===== src/rtl/ofc_defs.svh =====
// Register offsets, field positions, reset value, swing-on code and midcode for the offset/mode block.
`ifndef OFC_DEFS_SVH
`define OFC_DEFS_SVH
`define OFC_ADDR_CHA_SHIFT 8'h00
`define OFC_ADDR_CHB_SHIFT 8'h04
`define OFC_ADDR_LOOP_CTRL 8'h08
`define OFC_ADDR_TUNE_A 8'h0c
`define OFC_ADDR_TUNE_B 8'h10
`define OFC_ADDR_TUNE_C 8'h14
`define OFC_ADDR_TUNE_D 8'h18
`define OFC_ADDR_SLOW_MASTER 8'h1c
`define OFC_ADDR_SWING_EN 8'h20
`define OFC_ADDR_CHA_SLOW 8'h24
`define OFC_ADDR_CORR_EN 8'h28
`define OFC_ADDR_SWING_LVL 8'h2c
`define OFC_ADDR_CHA_SAMPLE 8'h30
`define OFC_ADDR_CHB_SAMPLE 8'h34
`define OFC_ADDR_STATUS 8'h38
`define OFC_SHIFT_MSB 7
`define OFC_SHIFT_LSB 2
`define OFC_HOLD_BIT 7
`define OFC_TAU_MSB 5
`define OFC_TAU_LSB 2
`define OFC_CORR_EN_BIT 5
`define OFC_TUNE_A_BIT 5
`define OFC_TUNE_B_HI_BIT 5
`define OFC_TUNE_B_LO_BIT 1
`define OFC_TUNE_C_MSB 7
`define OFC_TUNE_C_LSB 5
`define OFC_CHB_SLOW_BIT 0
`define OFC_SLOW_MASTER_BIT 4
`define OFC_CHA_SLOW_BIT 3
`define OFC_SWING_EN_ON 2'h3
`define OFC_RESET_BYTE 8'h00
`define OFC_MIDCODE 14'h2000
`endif


===== src/rtl/ofc_pkg.sv =====
// Types shared by the offset/mode configuration block.
package ofc_pkg;
	typedef logic [13:0] ofc_code_t;
	typedef logic [7:0] ofc_byte_t;
	typedef enum logic [1:0] {
		OFC_SWING_OFF = 2'b00,
		OFC_SWING_BAD1 = 2'b01,
		OFC_SWING_BAD2 = 2'b10,
		OFC_SWING_ON = 2'b11
	} ofc_swing_e;
endpackage


===== src/rtl/ofc_corr_chan.sv =====
// One channel of the offset correction loop with pedestal.
`timescale 1ns/10ps
`include "ofc_defs.svh"
module ofc_corr_chan
	import ofc_pkg::*;
(
	input wire logic pclk,
	input wire logic presetn,
	input wire logic corr_enable,
	input wire logic hold,
	input wire logic [3:0] tau,
	input wire logic [5:0] dc_shift,
	input wire ofc_pkg::ofc_code_t sample_in,
	output ofc_pkg::ofc_code_t sample_out
);
	import ofc_pkg::*;

	// Estimate carries 8 fraction bits so small errors still move it.
	logic signed [23:0] est_r;
	logic signed [23:0] err;
	logic signed [14:0] target;
	logic signed [15:0] corrected;

	// Target is midcode plus the signed pedestal, sign extended.
	always_comb begin
		target = 15'($signed({1'b0, `OFC_MIDCODE})) + 15'($signed(dc_shift));
		err = 24'($signed({1'b0, sample_in}) - target) <<< 8;
	end

	// The estimate tracks only when enabled and not frozen; frozen keeps last value.
	always_ff @(posedge pclk or negedge presetn) begin
		if (!presetn) begin
			est_r <= '0;
		end else if (!corr_enable) begin
			est_r <= '0;
		end else if (!hold) begin
			est_r <= est_r + ((err - est_r) >>> tau);
		end
	end

	// Correction applied every cycle while enabled, bypassed when disabled; saturate to code range to avoid wrap.
	always_comb begin
		corrected = 16'($signed({2'b00, sample_in})) - 16'(est_r >>> 8);
		if (!corr_enable) begin
			corrected = 16'($signed({2'b00, sample_in}));
		end
	end

	always_ff @(posedge pclk or negedge presetn) begin
		if (!presetn) begin
			sample_out <= '0;
		end else if (corrected < 0) begin
			sample_out <= '0;
		end else if (corrected > 16'sh3fff) begin
			sample_out <= 14'h3fff;
		end else begin
			sample_out <= corrected[13:0];
		end
	end
endmodule


===== src/rtl/ofc_cfg_regs.sv =====
// APB register bank for pedestal, correction loop, tuning, low-speed and swing controls.
//
// Design decisions made here: the register offsets and the APB register port.
`timescale 1ns/10ps
`include "ofc_defs.svh"
// Contract
// - Each six-bit pedestal is signed, -32 to +31, and is added to the midcode.
// - With correction on, output converges to midcode plus that channel's pedestal.
// - Each channel has its own pedestal register at its own address.
// - Hold bit set with correction on freezes the estimate and applies it every cycle.
// - Hold bit clear with correction on keeps the estimate updating.
// - The loop time constant comes from bits 5 to 2 of the loop control register.
// - The three-bit tuning field in bits 7 to 5 is default at 000 and enabled at 111.
// - Bit 0 enables channel B low speed, relied on only after the master enable.
// - Bit 3 enables channel A low speed, relied on only after the master enable.
// - Master low-speed bit 4 at zero forces low speed off for both channels.
// - Swing level is honoured only when the swing enable is 11, ignored at 00.
// - Correction runs only while its enable bit is one.
module ofc_cfg_regs
	import ofc_pkg::*;
(
	input wire logic pclk,
	input wire logic presetn,
	input wire logic psel,
	input wire logic penable,
	input wire logic pwrite,
	input wire logic [7:0] paddr,
	input wire logic [31:0] pwdata,
	output logic [31:0] prdata,
	output logic pready,
	output logic pslverr,
	input wire ofc_pkg::ofc_code_t cha_sample_in,
	input wire ofc_pkg::ofc_code_t chb_sample_in,
	output ofc_pkg::ofc_code_t cha_sample_out,
	output ofc_pkg::ofc_code_t chb_sample_out,
	output logic [10:0] perf_tune_bits,
	output logic [2:0] perf_tune_group_on,
	output logic cha_slow_rate,
	output logic chb_slow_rate,
	output logic swing_ctrl_active,
	output logic [7:0] swing_level
);
	import ofc_pkg::*;

	ofc_byte_t cha_dc_shift_r;
	ofc_byte_t chb_dc_shift_r;
	ofc_byte_t loop_ctrl_r;
	ofc_byte_t tune_a_r;
	ofc_byte_t tune_b_r;
	ofc_byte_t tune_c_r;
	ofc_byte_t tune_d_r;
	ofc_byte_t slow_master_r;
	ofc_byte_t swing_en_r;
	ofc_byte_t cha_slow_r;
	ofc_byte_t corr_en_r;
	ofc_byte_t swing_lvl_r;
	ofc_code_t cha_in_r1;
	ofc_code_t cha_in_r2;
	ofc_code_t chb_in_r1;
	ofc_code_t chb_in_r2;
	logic wr_en;
	logic hit;
	logic [31:0] rd_nxt;
	ofc_swing_e swing_mode;
	logic corr_enable;
	logic hold;
	logic [3:0] tau;

	// Zero wait states: every access completes in its first access cycle.
	assign pready = 1'b1;
	assign wr_en = psel && penable && pwrite;

	// Sample inputs come from the converter clock domain, so synchronise both stages.
	always_ff @(posedge pclk or negedge presetn) begin
		if (!presetn) begin
			cha_in_r1 <= '0;
			cha_in_r2 <= '0;
			chb_in_r1 <= '0;
			chb_in_r2 <= '0;
		end else begin
			cha_in_r1 <= cha_sample_in;
			cha_in_r2 <= cha_in_r1;
			chb_in_r1 <= chb_sample_in;
			chb_in_r2 <= chb_in_r1;
		end
	end

	// Register writes; reserved bits are stored as written and rely on software zeroing.
	always_ff @(posedge pclk or negedge presetn) begin
		if (!presetn) begin
			cha_dc_shift_r <= `OFC_RESET_BYTE;
			chb_dc_shift_r <= `OFC_RESET_BYTE;
			loop_ctrl_r <= `OFC_RESET_BYTE;
			tune_a_r <= `OFC_RESET_BYTE;
			tune_b_r <= `OFC_RESET_BYTE;
			tune_c_r <= `OFC_RESET_BYTE;
			tune_d_r <= `OFC_RESET_BYTE;
			slow_master_r <= `OFC_RESET_BYTE;
			swing_en_r <= `OFC_RESET_BYTE;
			cha_slow_r <= `OFC_RESET_BYTE;
			corr_en_r <= `OFC_RESET_BYTE;
			swing_lvl_r <= `OFC_RESET_BYTE;
		end else if (wr_en) begin
			case (paddr)
				`OFC_ADDR_CHA_SHIFT: cha_dc_shift_r <= pwdata[7:0];
				`OFC_ADDR_CHB_SHIFT: chb_dc_shift_r <= pwdata[7:0];
				`OFC_ADDR_LOOP_CTRL: loop_ctrl_r <= pwdata[7:0];
				`OFC_ADDR_TUNE_A: tune_a_r <= pwdata[7:0];
				`OFC_ADDR_TUNE_B: tune_b_r <= pwdata[7:0];
				`OFC_ADDR_TUNE_C: tune_c_r <= pwdata[7:0];
				`OFC_ADDR_TUNE_D: tune_d_r <= pwdata[7:0];
				`OFC_ADDR_SLOW_MASTER: slow_master_r <= pwdata[7:0];
				`OFC_ADDR_SWING_EN: swing_en_r <= pwdata[7:0];
				`OFC_ADDR_CHA_SLOW: cha_slow_r <= pwdata[7:0];
				`OFC_ADDR_CORR_EN: corr_en_r <= pwdata[7:0];
				`OFC_ADDR_SWING_LVL: swing_lvl_r <= pwdata[7:0];
				default: begin
				end
			endcase
		end
	end

	// Read decode; unmapped addresses read zero and flag an error.
	always_comb begin
		rd_nxt = 32'h0000_0000;
		hit = 1'b1;
		case (paddr)
			`OFC_ADDR_CHA_SHIFT: rd_nxt = {24'h00_0000, cha_dc_shift_r};
			`OFC_ADDR_CHB_SHIFT: rd_nxt = {24'h00_0000, chb_dc_shift_r};
			`OFC_ADDR_LOOP_CTRL: rd_nxt = {24'h00_0000, loop_ctrl_r};
			`OFC_ADDR_TUNE_A: rd_nxt = {24'h00_0000, tune_a_r};
			`OFC_ADDR_TUNE_B: rd_nxt = {24'h00_0000, tune_b_r};
			`OFC_ADDR_TUNE_C: rd_nxt = {24'h00_0000, tune_c_r};
			`OFC_ADDR_TUNE_D: rd_nxt = {24'h00_0000, tune_d_r};
			`OFC_ADDR_SLOW_MASTER: rd_nxt = {24'h00_0000, slow_master_r};
			`OFC_ADDR_SWING_EN: rd_nxt = {24'h00_0000, swing_en_r};
			`OFC_ADDR_CHA_SLOW: rd_nxt = {24'h00_0000, cha_slow_r};
			`OFC_ADDR_CORR_EN: rd_nxt = {24'h00_0000, corr_en_r};
			`OFC_ADDR_SWING_LVL: rd_nxt = {24'h00_0000, swing_lvl_r};
			`OFC_ADDR_CHA_SAMPLE: rd_nxt = {18'h0_0000, cha_sample_out};
			`OFC_ADDR_CHB_SAMPLE: rd_nxt = {18'h0_0000, chb_sample_out};
			`OFC_ADDR_STATUS: rd_nxt = {25'h000_0000, swing_ctrl_active, chb_slow_rate,
				cha_slow_rate, perf_tune_group_on, corr_enable};
			default: begin
				hit = 1'b0;
			end
		endcase
	end

	// Read data is combinational from registered state, valid in the access cycle.
	assign prdata = (psel && !pwrite) ? rd_nxt : 32'h0000_0000;
	assign pslverr = psel && penable && !hit;

	// Correction loop controls.
	assign corr_enable = corr_en_r[`OFC_CORR_EN_BIT];
	assign hold = loop_ctrl_r[`OFC_HOLD_BIT];
	assign tau = loop_ctrl_r[`OFC_TAU_MSB:`OFC_TAU_LSB];

	// Tuning bits gathered into one vector; bit n-1 is tuning bit n.
	assign perf_tune_bits = {tune_d_r[`OFC_TUNE_B_HI_BIT], tune_d_r[`OFC_TUNE_B_LO_BIT],
		tune_c_r[`OFC_TUNE_C_MSB:`OFC_TUNE_C_LSB], tune_b_r[`OFC_TUNE_B_HI_BIT],
		tune_b_r[`OFC_TUNE_B_LO_BIT], tune_a_r[`OFC_TUNE_A_BIT], 3'h0};

	// The three-bit group counts as on only at 111, partial codes fall back to default.
	always_comb begin
		perf_tune_group_on = 3'h0;
		if (tune_c_r[`OFC_TUNE_C_MSB:`OFC_TUNE_C_LSB] == 3'h7) begin
			perf_tune_group_on = 3'h7;
		end
	end

	// Master bit gates both per-channel low-speed bits.
	assign chb_slow_rate = slow_master_r[`OFC_SLOW_MASTER_BIT] &&
		tune_c_r[`OFC_CHB_SLOW_BIT];
	assign cha_slow_rate = slow_master_r[`OFC_SLOW_MASTER_BIT] &&
		cha_slow_r[`OFC_CHA_SLOW_BIT];

	// Reserved swing codes are treated exactly like disabled.
	assign swing_mode = ofc_swing_e'(swing_en_r[1:0]);
	assign swing_ctrl_active = (swing_mode == OFC_SWING_ON);
	assign swing_level = swing_ctrl_active ? swing_lvl_r : 8'h00;

	// One correction loop per channel, each with its own pedestal.
	ofc_corr_chan u_cha (
		.pclk(pclk),
		.presetn(presetn),
		.corr_enable(corr_enable),
		.hold(hold),
		.tau(tau),
		.dc_shift(cha_dc_shift_r[`OFC_SHIFT_MSB:`OFC_SHIFT_LSB]),
		.sample_in(cha_in_r2),
		.sample_out(cha_sample_out)
	);

	ofc_corr_chan u_chb (
		.pclk(pclk),
		.presetn(presetn),
		.corr_enable(corr_enable),
		.hold(hold),
		.tau(tau),
		.dc_shift(chb_dc_shift_r[`OFC_SHIFT_MSB:`OFC_SHIFT_LSB]),
		.sample_in(chb_in_r2),
		.sample_out(chb_sample_out)
	);
endmodule


===== config.mk =====
export PLATFORM = sky130hd
export DESIGN_NAME = ofc_cfg_regs
export DESIGN_NICKNAME = d
export VERILOG_FILES = /design/src/rtl/ofc_pkg.sv /design/src/rtl/ofc_corr_chan.sv /design/src/rtl/ofc_cfg_regs.sv
export VERILOG_INCLUDE_DIRS = /design/src /design/src/rtl
export SDC_FILE = /design/constraint.sdc
export NUM_CORES = 1
export LEC_CHECK = 0
export BUFFER_PORTS_ARGS = -buffer_cell sky130_fd_sc_hd__buf_2
export CORE_MARGIN = 2
export CORE_UTILIZATION = 61
export DETAILED_ROUTE_END_ITERATION = 8
export PLACE_DENSITY = 0.85
export SYNTH_ARGS = -nofsm -noshare
export SYNTH_HDL_FRONTEND = slang
export SYNTH_SLANG_ARGS = --single-unit

===== constraint.sdc =====
create_clock -name pclk -period 8.01 [get_ports pclk]
set_clock_uncertainty 0.2 [all_clocks]
set_input_delay 1.602 -clock pclk [delete_from_list [all_inputs] [get_ports pclk]]
set_output_delay 1.602 -clock pclk [all_outputs]
set_load 0.05 [all_outputs]

==> out/results.txt <==
leakage power -> 0.00922 µW
clock root buffer -> clkbuf_16
Congestion Overflow GR -> 0
Setup-failing EPs final -> 0
crit path DAT -> 7930 ps
R2R depth -> 34
critical path type -> flip-flop to flip-flop
fmax -> 0.131 GHz
average wire per standard cell -> 20.8 µm
Syn-to-layout area delta -> 10.1%
Least-Margin Pin Slew -> 1340 ps
syn_area_per_cell -> 8.94 µm²
DPL Wire Length -> 36.6 mm
total power divided by cell area -> 166 nW/µm²
Final min period -> 7660 ps
Distinct cells, synth -> 80
ant diodes -> 0
# IOs -> 160
Hold Path Sink -> cha_in_r2[4]
number of port buffers -> 113
flops & latches, synth -> 228
Residual DRC -> 0
initial antenna violation count -> 0
CP max FO -> 9
Initial Utilization -> 62.1%
worst skew pair latency -> 560 ps
reg2reg setup slack -> 350 ps
Placed Cells incl. Taps -> 2419
Final Util -> 68.4%
Core ar. -> 28800 µm²
Worst Hold Class -> flip-flop to flip-flop
clock sink count -> 228
Post-synth ARST share -> 100%
Final nets -> 2289
die area -> 30700 µm²
Mapped Area -> 17900 µm²
hold_sp -> cha_in_r1[4]
DRT antenna net count -> 0
Top Family by Delay on Critical Path -> compound AO/OA/AOI/OAI gates
critical path buffer and inverter count -> 2
Final Hold Vio Count -> 0
Num CTS Buffers -> 26
Final Non-Filler Cells -> 2476
Vias/cell -> 6.65
dpl cell area -> 18600 µm²
most used cell, CP -> o21ai_0
CTS tree -> built
number of global-route vias before repair -> 15900
Slew HR -> 10.4%
hold-fix buffer count after cts -> 0
Worst R2R End -> u_chb.est_r[23]
Crit-path slowest cell -> mux4_2
final hold slack -> 136 ps
Tcrit/Tclk final -> 95.6%
reg2reg start -> chb_dc_shift_r[2]
Row Count -> 62
fillers -> 2158
DRT Pass-1 Iters -> 6
overall global routing resource usage -> 32.7%
CTS Buffer Depth -> 3
Setup WS pre-CTS -> 6.95 ps
CTS clk-pin slew, worst paths -> 70 ps
Top FF cell, synth -> dfrtp_1
die width -> 175 µm
design area -> 19700 µm²
commonest non-fill, non-tap cells in the layout -> 226 x dfrtp_1, 202 x nor2_1, 139 x a21oi_1, 136 x ha_1, 128 x nand2_1
Worst EP required -> 8280 ps
Placer Congestion -> 0.953
synth warn -> 0
setup ws final -> 354 ps
final count of pins violating max slew -> 0
largest net degree at the start of global routing -> 92
Hold Path Cell Cnt -> 0
share of layout cells above drive strength 1 -> 17.2%
status -> finished, final reports clean
Total Wirelength -> 51.5 mm
Max IR drop VDD -> 0.177 mV
Max Cap Viol -> 0
Die Y -> 175 µm
register area share after synthesis -> 31.9%
Startpoint Class -> flip-flop
largest stage delay on the critical path -> 520 ps
most common cell after layout, fill and taps aside -> dfrtp_1
DR vias -> 16500
EDFF count, synth -> 0
Worst setup EP type -> flip-flop
initial drt markers -> 1865
Synth Instances -> 2001
H-tree lvl count -> 1
global-route wire length before repair -> 81.5 mm
## how the worst max path moves through the flow
stage                      start               to  slack [ps]  cells past startpoint
2_1_floorplan  chb_dc_shift_r[2]  u_chb.est_r[23]        1020                     34
3_3_place_gp   chb_dc_shift_r[2]  u_chb.est_r[23]         230                     32
3_5_place_dp   chb_dc_shift_r[2]  u_chb.est_r[23]           7                     32
4_1_cts        chb_dc_shift_r[2]  u_chb.est_r[23]          40                     32
5_1_grt        chb_dc_shift_r[2]  u_chb.est_r[23]        -110                     33
6_report       chb_dc_shift_r[2]  u_chb.est_r[23]         350                     34
## stage by stage
| stage | setup TNS [ps] | power [µW] |
|---|---|---|
| after floorplan | 0 | 1820 |
| after global placement | 0 | 1980 |
| after detailed placement | 0 | 2010 |
| after CTS | 0 | 3220 |
| after global routing | -140 | 3410 |
| final | 0 | 3280 |
## state kept, by name, indices dropped and copies added (netlist names), 14 cells and up
register,flops
u_cha.sample_out,14
u_cha.est_r,24
chb_in_r2,14
cha_in_r2,14
cha_in_r1,14
u_chb.est_r,24
u_chb.sample_out,14
chb_in_r1,14
## report_power, final
group / internal (µW) / total (µW) / switching [µW]
Clock: 699 / 1220 / 520
Combinational: 323 / 845 / 522
Sequential: 1180 / 1210 / 28.9
## cell type report
class	instances	area, µm²	share of cell area, %
tap	384	480	2.44
clock inverter	9	118	0.597
clock buffer	39	759	3.86
sequential	228	5710	29.0
multi-input combinational	1570	11400	58.0
timing repair buffer	147	831	4.22
inverter	99	372	1.89
## cells in the mapped netlist, drive strengths merged, types with 45 or more instances
| cell | count | area [µm²] |
|---|---|---|
| xnor2 | 67 | 594 |
| buf | 45 | 297 |
| o21ai | 97 | 485 |
| inv | 96 | 360 |
| nand2 | 128 | 480 |
| nor2 | 202 | 758 |
| clkbuf | 79 | 297 |
| mux2 | 113 | 1270 |
| mux2i | 50 | 500 |
| a21oi | 148 | 744 |
| dfrtp | 228 | 5710 |
| ha | 138 | 1730 |
## routing by layer
metal | GRT usage [%] | vias up | wire length (µm)
li1 | - | 7413 | -
met1 | 41.5 | 7914 | 20200
met2 | 54.4 | 933 | 23900
met3 | 6.35 | 210 | 4980
met4 | 14.6 | 0 | 2460
met5 | 0 | - | 0
## what timing repair did
action,CTS,global route
endpoints found under the hold margin,0,0
cloned,0,0
gates resized for setup,4,32
buffers inserted,0,9
endpoints found under the setup margin,2,19
pin swaps,1,9
## cells by family (layout without fill, tap and decap cells)
group,count (synthesis),count (layout),synth area share (%)
compound gates,566,566,21.2
simple gates,556,556,14.7
flops,228,228,31.9
buf+inv,223,294,5.39
mux,171,171,10.9
fa+ha+maj,144,144,10.3
xor+xnor,111,111,5.48
other cells,2,22,0.0420
No activity file was read; power rests on OpenSTA's default activity.
